--- src/eeprom_wp_defs.svh ---
// Purpose: constants for the eeprom page write / protection block
// Assumes: 100 MHz core clock
// Notes: 8-Kbit organisation (10-bit array address)
`ifndef EEPROM_WP_DEFS_SVH
`define EEPROM_WP_DEFS_SVH
`define TYPE_ARRAY 4'hA
`define TYPE_CONFIG 4'hB
`define PAGE_BYTES 16
`define CFG_SEL_BITS 2'h3
`define CFG_ENABLE_BIT 3
`define CFG_LOCK_BIT 0
`define CFG_CONFIRM_BIT 5
`define CFG_MARK_BIT 6
`define CFG_RESET 8'h00
`define WRITE_CYCLE_TIME_US 5000
`define CLK_MHZ 100
`define WRITE_CYCLE_CYCLES (`WRITE_CYCLE_TIME_US * `CLK_MHZ)
`endif

--- src/eeprom_wp_pkg.sv ---
// Purpose: types for the eeprom page write / protection block
// Assumes: nothing
// Notes: none
package eeprom_wp_pkg;
  typedef enum logic [2:0] {
    ST_IDLE = 3'h0,
    ST_DEV = 3'h1,
    ST_WORD = 3'h3,
    ST_DATA = 3'h2,
    ST_SKIP = 3'h6
  } link_state_t;
  typedef struct packed {
    logic [9:0] addr;
    logic [7:0] data;
  } wr_word_t;
  typedef struct packed {
    logic scl_meta;
    logic scl_sync;
    logic scl_prev;
    logic sda_meta;
    logic sda_sync;
    logic sda_prev;
    logic wp_meta;
    logic wp_sync;
    link_state_t state;
    logic [3:0] bit_cnt;
    logic [7:0] shift;
    logic in_ack;
    logic ack_drive;
    logic sda_oe;
    logic is_read;
    logic is_config;
    logic [9:0] addr;
    logic [4:0] byte_cnt;
    logic [7:0] cfg_new;
    logic any_protected;
    logic [1:0] buf_cnt;
    wr_word_t [1:0] buf_mem;
    logic buf_rd;
    logic [7:0] config_reg;
    logic busy;
    logic [31:0] wc_cnt;
    logic [7:0] rd_data;
    logic commit_pend;
  } wp_state_t;
endpackage

--- src/eeprom_wp.sv ---
// Purpose: write side of a two-wire eeprom: page write, ack polling,
//   pin and config-register write protection
// Assumes: scl, sda and the protect pin are asynchronous; scl is sampled
// Notes: array page words leave through a two-entry buffer to the
//   nonvolatile store; the store commit starts at stop
// Operation
// - accept up to sixteen bytes of one row per write cycle; only the first two bytes enter the buffer, later ones are acked and dropped
// - acknowledge every data byte of a page write
// - self-timed write cycle starts at the ending stop
// - only the four low address bits increment per byte
// - in-page address wraps to page start past page end
// - no acknowledge of device address while write cycle runs
// - after write cycle, acknowledge next address and accept access
// - array accesses ignored during the write cycle
// - protect pin high protects whole array, low protects none
// - protect pin sampled at stop, later change has no effect
// - protected write still acknowledged, no cycle, ready at once
// - config access uses type 1011, bits 2:1 ignored, bit0 read select
// - config read by random read, changed by single-byte write
// - bit 3 enables software protection
// - bits 2:1 choose upper quarter, half, three quarters, all
// - bit 0 locks the config register permanently; reset here loads 00h and clears the lock
// - data bit 5 must equal written lock bit
// - abort config write if bit 6 not set or bit 5 mismatched
// - abort config write on extra bytes or when already locked
// - config read returns zeros in bits 7 to 4
// - protected ranges 300h/200h/100h/000h to 3FFh per selection
`timescale 1ns/1ps
`include "eeprom_wp_defs.svh"
module eeprom_wp
  import eeprom_wp_pkg::*;
#(
  parameter int WRITE_CYCLES = `WRITE_CYCLE_CYCLES,
  parameter logic [1:0] CHIP_SELECT = 2'h0
) (
  input wire logic core_clk_i,
  input wire logic rst_i,
  input wire logic scl_i,
  input wire logic sda_i,
  output logic sda_o,
  output logic sda_oe_o,
  input wire logic write_protect_i,
  output logic store_valid_o,
  output wr_word_t store_word_o,
  input wire logic store_ready_i,
  output logic store_commit_o,
  output logic busy_o,
  output logic [7:0] array_protection_config_o
);
  wp_state_t s;
  wp_state_t next_s;

  function automatic logic addr_protected(input logic [9:0] a,
                                          input logic [7:0] cfg);
    logic [1:0] sel;
    sel = cfg[2:1];
    if (!cfg[`CFG_ENABLE_BIT]) begin
      addr_protected = 1'b0;
    end else begin
      case (sel)
        2'h0: addr_protected = (a[9:8] == 2'h3);
        2'h1: addr_protected = a[9];
        2'h2: addr_protected = (a[9:8] != 2'h0);
        default: addr_protected = 1'b1;
      endcase
    end
  endfunction

  // device address hit: type code plus the wired chip select bit
  function automatic logic dev_hit(input logic [6:0] sh,
                                   input logic [3:0] kind);
    dev_hit = (sh[6:3] == kind) && (sh[2] == CHIP_SELECT[1]);
  endfunction

  logic scl_rise;
  logic scl_fall;
  logic start_cond;
  logic stop_cond;
  logic buf_push;
  logic buf_pop;
  logic [7:0] cfg_rd_view;

  assign scl_rise = s.scl_sync & ~s.scl_prev;
  assign scl_fall = ~s.scl_sync & s.scl_prev;
  assign start_cond = s.scl_sync & s.scl_prev & s.sda_prev & ~s.sda_sync;
  assign stop_cond = s.scl_sync & s.scl_prev & ~s.sda_prev & s.sda_sync;
  assign cfg_rd_view = {4'h0, s.config_reg[3:0]};
  assign buf_pop = store_valid_o & store_ready_i;

  always_comb begin
    next_s = s;
    buf_push = 1'b0;
    next_s.scl_meta = scl_i;
    next_s.scl_sync = s.scl_meta;
    next_s.scl_prev = s.scl_sync;
    next_s.sda_meta = sda_i;
    next_s.sda_sync = s.sda_meta;
    next_s.sda_prev = s.sda_sync;
    next_s.wp_meta = write_protect_i;
    next_s.wp_sync = s.wp_meta;
    // write cycle timer; pin changes do not touch it
    if (s.busy) begin
      if (s.wc_cnt == 32'(WRITE_CYCLES - 1)) begin
        next_s.busy = 1'b0;
      end else begin
        next_s.wc_cnt = s.wc_cnt + 32'h1;
      end
    end
    if (s.commit_pend && s.buf_cnt == 2'h0) begin
      next_s.commit_pend = 1'b0;
    end
    if (buf_pop) begin
      next_s.buf_rd = ~s.buf_rd;
    end
    if (scl_fall) begin
      if (s.ack_drive) begin
        next_s.ack_drive = 1'b0;
        next_s.sda_oe = 1'b0;
        if (s.state == ST_SKIP && s.is_read && s.is_config) begin
          // config byte leaves msb first as the address ack ends
          next_s.sda_oe = ~s.rd_data[7];
          next_s.rd_data = {s.rd_data[6:0], 1'b0};
          next_s.bit_cnt = 4'h8;
        end
      end else if (s.in_ack) begin
        next_s.sda_oe = 1'b1;
        next_s.ack_drive = 1'b1;
        next_s.in_ack = 1'b0;
      end else if (s.state == ST_SKIP && s.bit_cnt != 4'h0) begin
        next_s.bit_cnt = s.bit_cnt - 4'h1;
        if (s.bit_cnt == 4'h1) begin
          // ninth bit belongs to the host
          next_s.sda_oe = 1'b0;
        end else begin
          next_s.sda_oe = ~s.rd_data[7];
          next_s.rd_data = {s.rd_data[6:0], 1'b0};
        end
      end
    end
    if (scl_rise && s.state != ST_IDLE && s.state != ST_SKIP
        && !s.ack_drive) begin
      next_s.shift = {s.shift[6:0], s.sda_sync};
      next_s.bit_cnt = s.bit_cnt + 4'h1;
      if (s.bit_cnt == 4'h7) begin
        next_s.bit_cnt = 4'h0;
        case (s.state)
          ST_DEV: begin
            next_s.is_read = s.sda_sync;
            // bits 2 and 1 are ignored for config access
            if (!s.busy && dev_hit(s.shift[6:0], `TYPE_ARRAY)) begin
              next_s.is_config = 1'b0;
              next_s.addr[9:8] = {s.shift[1], s.shift[0]};
              next_s.in_ack = 1'b1;
              next_s.state = s.sda_sync ? ST_SKIP : ST_WORD;
            end else if (!s.busy && dev_hit(s.shift[6:0], `TYPE_CONFIG)) begin
              next_s.is_config = 1'b1;
              next_s.in_ack = 1'b1;
              next_s.rd_data = cfg_rd_view;
              next_s.state = s.sda_sync ? ST_SKIP : ST_WORD;
            end else begin
              next_s.state = ST_SKIP;
            end
          end
          ST_WORD: begin
            next_s.addr[7:0] = {s.shift[6:0], s.sda_sync};
            next_s.byte_cnt = 5'h0;
            next_s.any_protected = 1'b0;
            next_s.in_ack = 1'b1;
            next_s.state = ST_DATA;
          end
          ST_DATA: begin
            next_s.in_ack = 1'b1;
            if (s.byte_cnt != 5'h1F) begin
              next_s.byte_cnt = s.byte_cnt + 5'h1;
            end
            if (s.is_config) begin
              next_s.cfg_new = {s.shift[6:0], s.sda_sync};
            end else begin
              if (addr_protected(s.addr, s.config_reg)) begin
                next_s.any_protected = 1'b1;
              end
              if (s.buf_cnt != 2'h2 && s.byte_cnt < 5'(`PAGE_BYTES)) begin
                buf_push = 1'b1;
              end
              // low four bits wrap within the row
              next_s.addr[3:0] = s.addr[3:0] + 4'h1;
            end
          end
          default: next_s.state = ST_SKIP;
        endcase
      end
    end
    if (start_cond) begin
      next_s.state = ST_DEV;
      next_s.bit_cnt = 4'h0;
      next_s.in_ack = 1'b0;
      next_s.ack_drive = 1'b0;
      next_s.sda_oe = 1'b0;
      next_s.buf_cnt = 2'h0;
    end
    if (stop_cond) begin
      next_s.state = ST_IDLE;
      next_s.in_ack = 1'b0;
      next_s.ack_drive = 1'b0;
      next_s.sda_oe = 1'b0;
      if (s.state == ST_DATA && s.byte_cnt != 5'h0) begin
        if (s.is_config) begin
          if (s.byte_cnt == 5'h1 && !s.config_reg[`CFG_LOCK_BIT]
              && s.cfg_new[`CFG_MARK_BIT]
              && s.cfg_new[`CFG_CONFIRM_BIT] == s.cfg_new[`CFG_LOCK_BIT]) begin
            next_s.config_reg = {4'h0, s.cfg_new[3:0]};
            next_s.busy = 1'b1;
            next_s.wc_cnt = 32'h0;
          end
        end else if (s.wp_sync || s.any_protected) begin
          next_s.buf_cnt = 2'h0;
        end else begin
          next_s.busy = 1'b1;
          next_s.wc_cnt = 32'h0;
          next_s.commit_pend = 1'b1;
        end
      end
    end
    // buffer count after push/pop; a flush above wins
    if (!start_cond && !(stop_cond && next_s.buf_cnt == 2'h0
        && s.buf_cnt != 2'h0 && !next_s.commit_pend)) begin
      next_s.buf_cnt = s.buf_cnt + (buf_push ? 2'h1 : 2'h0)
                       - (buf_pop ? 2'h1 : 2'h0);
    end
    if (buf_push) begin
      next_s.buf_mem[s.buf_rd ^ s.buf_cnt[0]] = '{addr: s.addr,
        data: {s.shift[6:0], s.sda_sync}};
    end
  end

  always_ff @(posedge core_clk_i) begin
    if (rst_i) begin
      s <= '0;
      s.scl_meta <= 1'b1;
      s.scl_sync <= 1'b1;
      s.scl_prev <= 1'b1;
      s.sda_meta <= 1'b1;
      s.sda_sync <= 1'b1;
      s.sda_prev <= 1'b1;
      s.config_reg <= `CFG_RESET;
    end else begin
      s <= next_s;
    end
  end

  // words leave only once the stop has confirmed the write
  assign store_valid_o = s.commit_pend && s.buf_cnt != 2'h0;
  assign store_word_o = s.buf_mem[s.buf_rd];
  assign store_commit_o = s.commit_pend;
  assign sda_o = 1'b0;
  assign sda_oe_o = s.sda_oe;
  assign busy_o = s.busy;
  assign array_protection_config_o = s.config_reg;
endmodule

--- config.mk ---
export PLATFORM = sky130hd
export DESIGN_NAME = eeprom_wp
export DESIGN_NICKNAME = d
export VERILOG_FILES = /design/src/eeprom_wp_pkg.sv /design/src/eeprom_wp.sv
export VERILOG_INCLUDE_DIRS = /design/src
export SDC_FILE = /design/constraint.sdc
export NUM_CORES = 1
export LEC_CHECK = 0
export BUFFER_PORTS_ARGS = -buffer_cell sky130_fd_sc_hd__buf_2
export CAP_MARGIN = 20
export CORE_MARGIN = 1
export CORE_UTILIZATION = 45
export DETAILED_ROUTE_END_ITERATION = 8
export PLACE_DENSITY = 0.71
export SYNTH_ARGS = -nofsm -noshare
export SYNTH_HDL_FRONTEND = slang
export SYNTH_SLANG_ARGS = --single-unit
--- constraint.sdc ---
create_clock -name core_clk_i -period 3.1 [get_ports core_clk_i]
set_clock_uncertainty 0.1 [all_clocks]
set_input_delay 0.155 -clock core_clk_i [delete_from_list [all_inputs] [get_ports core_clk_i]]
set_output_delay 0.155 -clock core_clk_i [all_outputs]
set_load 0.1 [all_outputs]
# Yosys cells after proc, flatten, opt, wreduce, memory -nomap -nowiden
# Index checks and enable logic that the tools add are counted.
dict set report word_totals {
  word_cells 226
  input_bits 6
  ff_bits 136
  out_inout_bits 31
}
dict set report op_classes {
  n_bitwise 17
  n_reduce_logical 61
  magnitude_cmp 4
  mux 80
  n_eq_ne 23
  addsub 7
}
# operator count
set op_table {}
lappend op_table {{33-bit two-way mux} 6}
lappend op_table {{8-bit two-way mux} 11}
lappend op_table {{18-bit two-way mux} 3}
lappend op_table {{36-bit bitwise mux} 1}
lappend op_table {{32-bit by 1-bit adder with 32-bit output, second input constant} 1}
lappend op_table {{32-bit by 19-bit equality test with 1-bit output, second input constant} 1}
lappend op_table {{32-bit two-way mux} 1}
lappend op_table {{1-bit two-way mux} 31}
lappend op_table {{4-bit AND reduction} 7}
lappend op_table {{4-bit two-way mux} 6}
lappend op_table {{1-bit logical AND} 22}
lappend op_table {{18-bit demux with 1-bit select} 1}
lappend op_table {{9-bit case mux with 2 select lines} 1}
lappend op_table {{5-bit two-way mux} 3}
lappend op_table {{14-bit two-way mux} 1}
lappend op_table {{2-bit two-way mux} 7}
lappend op_table {{2-bit nonzero test} 7}
lappend op_table {{3-bit two-way mux} 4}
lappend op_table {{3-bit AND reduction} 4}
lappend op_table {{2-bit inequality test, second input constant} 5}
lappend op_table {{3-bit case mux with 3 select lines} 1}
lappend op_table {{3-bit nonzero test} 3}
lappend op_table {{4-bit by 1-bit adder with 4-bit output, second input constant} 2}
lappend op_table {{1-bit bitwise AND} 8}
lappend op_table {{other kinds (34)} 55}

# Depth between registers and ports, before layout
# Gate-level depths: netlist of the first run.
dict set report logic_depth {
  ltp_word 15
  ltp_mapped 11
  mapped_depth_nobuf 10
}

# Worst setup path after synthesis of the first run
# Ideal clock, no wire load.
dict set report synth_timing {
  path_kind {register to register}
  from {register s, in the netlist store_commit_o}
  to {register s[88] in the netlist's numbering}
  stages_incl_launch_ff 9
  period_less_slack_ns 3.730
  path_slack_ns -0.630
  path_buffers 0
  t_arrival_ns 3.515
  required_time_ns 2.885
  setup_ns 0.115
  path_cell_list {dfxtp_1 > nor2b_1 > and2_1 > ha_1 > inv_1 > ha_1 > xnor2_1 > xnor2_1 > and2_1}
}
dict set report synth_via {
  elab_cells_between_ends 15
  classes_between {add/sub: 1; mux: 7; bitwise: 1; reduce/logical: 6}
}
# item line
set synth_lines {}
lappend synth_lines {{start: declaration} eeprom_wp.sv:50} ;# wp_state_t s;
lappend synth_lines {{start signal: assignment} eeprom_wp.sv:247} ;# s <= next_s;
lappend synth_lines {{1-bit logical AND} eeprom_wp.sv:252} ;# assign store_valid_o = s.commit_pend && s.buf_cnt != 2'h0;
lappend synth_lines {{via store_valid_o} eeprom_wp.sv:43} ;# output logic store_valid_o,
lappend synth_lines {{1-bit bitwise AND} eeprom_wp.sv:88} ;# assign buf_pop = store_valid_o & store_ready_i;
lappend synth_lines {{via buf_pop} eeprom_wp.sv:80} ;# logic buf_pop;
lappend synth_lines {{1-bit two-way mux} eeprom_wp.sv:228} ;# - (buf_pop ? 2'h1 : 2'h0);
lappend synth_lines {{2-bit by 1-bit subtractor with 2-bit output} eeprom_wp.sv:228}
lappend synth_lines {{2-bit two-way mux} eeprom_wp.sv:225} ;# if (!start_cond && !(stop_cond && next_s.buf_cnt == 2'h0
# The timed path passes the listed nets, and every way through them passes these cells.
# A chain may end at the register's enable or synchronous reset.

# Final worst setup path of the first run
dict set report layout_timing {
  from {register s[131] in the netlist's numbering}
  to {register s[88] in the netlist's numbering}
}
dict set report layout_via {
  elab_chain_len 11
  elab_cells_between_ends 25
  classes_between {add/sub: 2; eq/ne: 2; mux: 9; reduce/logical: 12}
}
# item line
set layout_rtl {}
lappend layout_rtl {{branches (longest 10 deep; another with 2-bit by 1-bit adder with 2-bit output)} n/a}
lappend layout_rtl {{2-bit two-way mux (*)} eeprom_wp.sv:225}
# Mark *: on every way between the ends.

==> flow_metrics.tcl, run 1 <==
set metrics [dict create \
    portBuffers 31 \
    setup_ws_ns 0.289 \
    finalSetupTns_ns 0 \
    antenna_found_initial 0 \
    p_switching_mw 0.842 \
    pwr-share-seq 0.426 \
    synthTopCellsByArea "dfxtp_1 43%, mux2i_1 10%, nor2_1 6.2%" \
    vias 5156 \
    cts.reportedPaths.clkPinSlew_ns 0.06 \
    hold_depth 3 \
    yosys.area.top_type "dfxtp_1" \
    cts_made_buffers 17 \
    r2r_cells 9 \
    min_period_over_period 0.907 \
    detailed_place_hpwl_um 9500 \
    synth_cell_types 64 \
    p_per_area_nw_per_um2 562 \
    synthArstFlopShare 0 \
    switching_share 0.206 \
    die-area_um2 14500 \
    layout-drive-gt1-share 0.154 \
    wl_per_cell_um 15.7 \
    design_area_um2 7260 \
    yosysTopAreaCellShare 0.425 \
    worst_pin_slew_ns 0.878 \
    p_clk_frac 0.550 \
    globalplace.congestion 0.851 \
    post_cts_resized 0 \
    yosysSeqAreaShare 0.425 \
    finalHoldViolations 0 \
    first_pass_iters 5 \
    r2r-start "s[131]$_SDFFE_PP0P_" \
    r2r_slack_ns 0.29 \
    yosysWarnings 0 \
    synthFlopType "dfxtp_1" \
    num_io_pins 37 \
    placed_cell_area_um2 6570 \
    num_antenna_cells 0 \
    dp_slack_ns 0.305 \
    synth_edf_count 0 \
    track_usage 0.209 \
    nNetsFinal 738 \
    std_cell_rows 42 \
    arrival_ns 3.02 \
    outcome "finished clean" \
    r2r_end "s[88]$_SDFF_PP0_" \
    period_minus_slack_ns 2.81 \
    fmax_ghz 0.356 \
    ys_ff_latch 134 \
    drtAntennaViolNets 0 \
    start_kind "flip-flop" \
    fillers 1225 \
    crit_required_ns 3.31 \
    worstSetupPathType "reg2reg" \
    syn_avg_cell_area_um2 9.07 \
    irDropWorstVdd_mv 0.479 \
    grt-ovfl-total 0 \
    max_slew_margin 0.415 \
    cts_buffer_depth 2 \
    rsz0062_at_grt "false" \
    p_leak_nw 2.76 \
    min_path_type "in2reg" \
    comb_power_share 0.024 \
    path_buf_inv 1 \
    grt_max_degree 91 \
    critPathTopFamily "simple AND/OR/NAND/NOR gates" \
    start_util 0.469 \
    synthCells 695 \
    grt_pass1_vias 4919 \
    crit_path_top_delay_cell "or4_4" \
    drv_slew 0 \
    syn2layout_area_growth_pct 15.2 \
    drc 0 \
    endpoint_kind "flip-flop" \
    path_max_fanout 7 \
    cts_tree "done" \
    wirelength_um 14300 \
    holdCritStartpoint "rst_i" \
    clk_latency_ns 0.42 \
    via_per_inst 5.67 \
    power.total_mw 4.08 \
    maxCapViolations 0 \
    slowest_delay_ns 0.53 \
    cts_sinks 134 \
    min_to "s[89]$_SDFFE_PP0P_" \
    die_h_um 120 \
    htreeDepth 4 \
    ff_latch_area_um2 2680 \
    setup_violations 0 \
    multi_input_area_um2 3360 \
    crit_chain "or3b_4, or4_4, or2_2, ha_1, inv_1, ha_1, xnor2_1, xnor2_1, and2_1" \
    core_area_um2 13500 \
    clockRootBuffer "clkbuf_16" \
    first_iter_violations 291 \
    grt_pass1_wl_um 24200 \
    p_int_mw 3.24 \
    syn_area_um2 6310 \
    fp.dieW_um 120 \
]
[sequential cells by signal (all words and copies together), names as in the netlist]
| register | flops |
|---|---|
| array_protection_config_o | 4 |
| busy_o | 1 |
| next_s | 5 |
| s | 122 |
| sda_oe_o | 1 |
| store_commit_o | 1 |
[how the worst max path moves through the flow]
stage	depth (start not counted)	start	to	slack, ns
finish	9	s[131]$_SDFFE_PP0P_	s[88]$_SDFF_PP0_	0.29
detailed placement	9	s[131]$_SDFFE_PP0P_	s[88]$_SDFF_PP0_	0.30
floorplan	8	store_commit_o$_SDFF_PP0_	s[88]$_SDFF_PP0_	0.23
CTS	9	s[131]$_SDFFE_PP0P_	s[88]$_SDFF_PP0_	0.29
global route	9	s[131]$_SDFFE_PP0P_	s[88]$_SDFF_PP0_	0.19
global placement	9	s[131]$_SDFFE_PP0P_	s[88]$_SDFF_PP0_	0.39
[repair_timing]
item	CTS	global route
hold endpoints to repair	3	0
buffers inserted	0	0
hold buffers	3	0
[cells in the mapped netlist, drive strengths merged (7+ instances only)]
cell	instances
a21oi	42
and3	11
buf	20
clkbuf	26
dfxtp	134
ha	11
inv	11
mux2	18
mux2i	64
nand2	26
nand2b	7
nand3	24
nand4	12
nor2	105
nor3	19
nor4	18
o21ai	21
or2	10
or4	9
xnor2	12
xor2	14
[placed cells by master (no fill, tap or decap), drive strengths merged, types with 6 or more instances in the layout]
cell / netlist / routed
and2: 6 / 6
inv: 11 / 12
nor3: 19 / 19
nor2: 105 / 105
or4: 9 / 9
nor2b: 6 / 6
xnor2: 12 / 12
nand3: 24 / 24
or3: 6 / 6
ha: 11 / 11
clkbuf: 26 / 20
mux2: 18 / 18
nand2: 26 / 26
mux2i: 64 / 64
xor2: 14 / 14
and3: 11 / 11
nand2b: 7 / 7
a21oi: 42 / 42
buf: 20 / 46
nor4: 18 / 18
dfxtp: 134 / 134
o21ai: 21 / 21
nand4: 12 / 12
or2: 10 / 10
[worst min-delay path, delay by kind of cell]
| family | cells | cell delay, ns |
|---|---|---|
| buffers and inverters | 2 | 0.21 |
| AO/OA/AOI/OAI | 1 | 0.14 |
[through the flow]
stage          hold slack [ns]   util  instances
2_1_floorplan            0.159      -        699
3_3_place_gp             0.246  0.488        875
3_5_place_dp             0.249  0.488        875
4_1_cts                0.00769  0.540        909
5_1_grt                 0.0369  0.540        909
6_report                0.0257  0.540        909
[cells by family after synthesis]
family	share of synthesized area
other	0.000595
multiplexers	0.134
AO/OA/AOI/OAI	0.101
AND/OR/NAND/NOR	0.233
adder cells (fa/ha/maj)	0.0218
flip-flops	0.425
buffers and inverters	0.0478
XOR/XNOR	0.0361
[power groups by stage]
stage | logic (mW) | registers, mW | clock network [mW]
2_1_floorplan | 0.0813 | 1.77 | 0
3_3_place_gp | 0.0917 | 1.77 | 0
4_1_cts | 0.0975 | 1.74 | 2.27
3_5_place_dp | 0.0942 | 1.77 | 0
6_report | 0.0979 | 1.74 | 2.25
5_1_grt | 0.105 | 1.74 | 2.34
[per-layer routing]
metal  GRT usage  vias up  wire length, um
met2       0.335      145             6700
li1            -     2525                -
met3      0.0443       19              669
met5           0        -                0
met4      0.0856        0              195
met1       0.274     2467             6740
[cell type report]
class | count | share of cell area
multi-input combinational | 508 | 0.462
sequential | 134 | 0.369
clock buffer | 20 | 0.0643
timing repair buffer | 49 | 0.0410
tap | 176 | 0.0303
clock inverter | 11 | 0.0271
inverter | 11 | 0.00569
No activity file was read; power rests on OpenSTA's default activity.
==> run 2, diff against run 1 <==
--- a/config.mk
+++ b/config.mk
@@ -11,6 +11,7 @@
 export CORE_MARGIN = 1
 export CORE_UTILIZATION = 45
 export DETAILED_ROUTE_END_ITERATION = 8
+export GPL_TIMING_DRIVEN = 0
 export PLACE_DENSITY = 0.71
 export SYNTH_ARGS = -nofsm -noshare
 export SYNTH_HDL_FRONTEND = slang
==> run 2 against run 1 <==
  * Die area unchanged
  * Final area increased by 1.8%
  * Maximum frequency decreased by 3.0%
  * Routed wire length increased by 2.6%
  * Highest routed layer unchanged
  * Sequential power about the same
  * Sequential share of layout area decreased by 0.66 points
  * Setup slack got worse by 0.087 ns
  * Non-clock buffer count increased by 30
  * Clock power about the same
  * Via count increased by 3.1%
  * Worst hold slack improved by 0.048 ns
==> flow_metrics.tcl, run 2 (same netlist as run 1, synthesis figures left out) <==
set metrics [dict create \
    outcome "finished clean" \
    power.total_mw 4.08 \
    largest_reg_flops 122 \
    wirelength_um 14700 \
    grt_pass1_vias 5076 \
    vias 5317 \
    min_path_type "in2reg" \
    worstSetupPathType "reg2reg" \
    syn2layout_area_growth_pct 17.3 \
    critPathTopFamily "simple AND/OR/NAND/NOR gates" \
    r2r-start "s[126]$_SDFFE_PP0P_" \
    portBuffers 30 \
    finalSetupTns_ns 0 \
    first_pass_iters 5 \
    cts_buffer_depth 2 \
    core_area_um2 13500 \
    fillers 1211 \
    holdBufCountCts 3 \
    num_antenna_cells 0 \
    irDropWorstVdd_mv 0.484 \
    arrival_ns 3.10 \
    wl_per_cell_um 15.6 \
    grt-ovfl-total 0 \
    endpoint_kind "flip-flop" \
    worst_pin_slew_ns 0.938 \
    mostFrequentLayoutCell "dfxtp_1" \
    finalHoldViolations 0 \
    p_leak_nw 2.81 \
    start_kind "flip-flop" \
    setup_violations 0 \
    post_cts_buffers 0 \
    clk_latency_ns 0.42 \
    cts_sinks 134 \
    detailed_place_hpwl_um 10400 \
    min_period_over_period 0.935 \
    p_int_mw 3.25 \
    path_buf_inv 2 \
    cts_tree "done" \
    grt_pass1_wl_um 24400 \
    crit_path_top_delay_cell "dfxtp_1" \
    num_io_pins 37 \
    fp.dieW_um 120 \
    r2r_slack_ns 0.20 \
    top_register "s" \
    die_h_um 120 \
    p_switching_mw 0.833 \
    r2r_end "s[88]$_SDFF_PP0_" \
    drv_slew 0 \
    cts_made_buffers 17 \
    hold_depth 4 \
    clockRootBuffer "clkbuf_16" \
    rsz0062_at_grt "false" \
    crit_top_cell "ha_1" \
    switching_share 0.204 \
    r2r_cells 11 \
    layout_common_cells "134 x dfxtp_1, 104 x nor2_1, 64 x mux2i_1, 42 x a21oi_1, 35 x buf_2" \
    via_per_inst 5.66 \
    max_slew_margin 0.368 \
    drtAntennaViolNets 0 \
    p_clk_frac 0.547 \
    track_usage 0.212 \
    std_cell_rows 42 \
    cp-startpoint "s[126]$_SDFFE_PP0P_" \
    crit_required_ns 3.31 \
    grt_max_degree 17 \
    globalplace.congestion 0.841 \
    layout-drive-gt1-share 0.152 \
    first_iter_violations 491 \
    antenna_found_initial 0 \
    min_to "s[50]$_SDFFE_PP0P_" \
    period_minus_slack_ns 2.90 \
    htreeDepth 4 \
    comb_power_share 0.026 \
    post_cts_resized 0 \
    path_max_fanout 7 \
    drc 0 \
    die-area_um2 14500 \
    maxCapViolations 0 \
    nNetsFinal 768 \
    cts.reportedPaths.clkPinSlew_ns 0.06 \
    pwr-share-seq 0.426 \
    start_util 0.469 \
    holdCritStartpoint "store_ready_i" \
    crit_chain "ha_1, and3b_1, clkbuf_1, nand2_1, or2_2, ha_1, inv_1, ha_1, xnor2_1, xnor2_1, and2_1" \
    fmax_ghz 0.345 \
    slowest_delay_ns 0.45 \
    p_per_area_nw_per_um2 552 \
]
run 2: cell types whose count changed in the layout (fill, tap and decap cells not counted), moves of 2 or more:
cell	previous run	this run
buf_1	0	2
buf_12	0	2
buf_2	31	35
buf_4	15	9
buf_6	0	2
clkbuf_1	0	26
clkinv_2	0	3
clkinv_4	0	3
clkinvlp_4	5	1
run 2: layer usage:
layer  track usage  part of all wire  up-vias  wire [um]
met5             0                 0        -          0
met4        0.0849             0.016        0        229
met3        0.0392             0.053       21        773
met2         0.346              0.46      160       6800
met1         0.276              0.47     2548       6860
li1              -                 -     2588          -
run 2: layout make-up:
cell class                      count  area [um^2]  share of cell area
Buffer                             46          260              0.0352
Clock buffer                       20          467              0.0631
Clock inverter                     12          199              0.0269
Inverter                           11         41.3             0.00558
Multi-Input combinational cell    508         3340               0.452
Sequential cell                   134         2680               0.363
Tap cell                          176          220              0.0298
Timing Repair Buffer               33          180              0.0244
run 2: per-stage QoR:
| step | std cells | hold WS, ns | cell area (um^2) | utilization | setup WS, ns |
|---|---|---|---|---|---|
| 2_1_floorplan | 699 | 0.159 | 6330 | - | 0.233 |
| 6_report | 940 | 0.0738 | 7390 | 0.550 | 0.203 |
| 4_1_cts | 940 | 0.0686 | 7390 | 0.550 | 0.240 |
| 5_1_grt | 940 | 0.122 | 7390 | 0.550 | 0.0721 |
| 3_5_place_dp | 905 | 0.245 | 6700 | 0.498 | 0.263 |
| 3_3_place_gp | 905 | 0.243 | 6700 | 0.498 | 0.313 |
run 2: power by group through the flow:
stage               Clock (mW)  Sequential, mW  Combinational [mW]
global placement             0            1.78               0.102
finish                    2.23            1.74               0.108
CTS                       2.26            1.74               0.107
detailed placement           0            1.78               0.104
floorplan                    0            1.77              0.0813
global route              2.34            1.74               0.117
run 2: worst min-delay path, cell delays in order:
cell and delay (ns):
buf_2 0.07, and2_1 0.18, xnor2_1 0.08, nor2_1 0.07
run 2: worst max-delay path by stage:
stage | end | slack [ns] | depth (start not counted)
2_1_floorplan | s[88]$_SDFF_PP0_ | 0.23 | 8
3_3_place_gp | s[88]$_SDFF_PP0_ | 0.31 | 10
3_5_place_dp | s[88]$_SDFF_PP0_ | 0.26 | 11
4_1_cts | s[88]$_SDFF_PP0_ | 0.24 | 11
5_1_grt | s[88]$_SDFF_PP0_ | 0.07 | 11
6_report | s[88]$_SDFF_PP0_ | 0.20 | 11
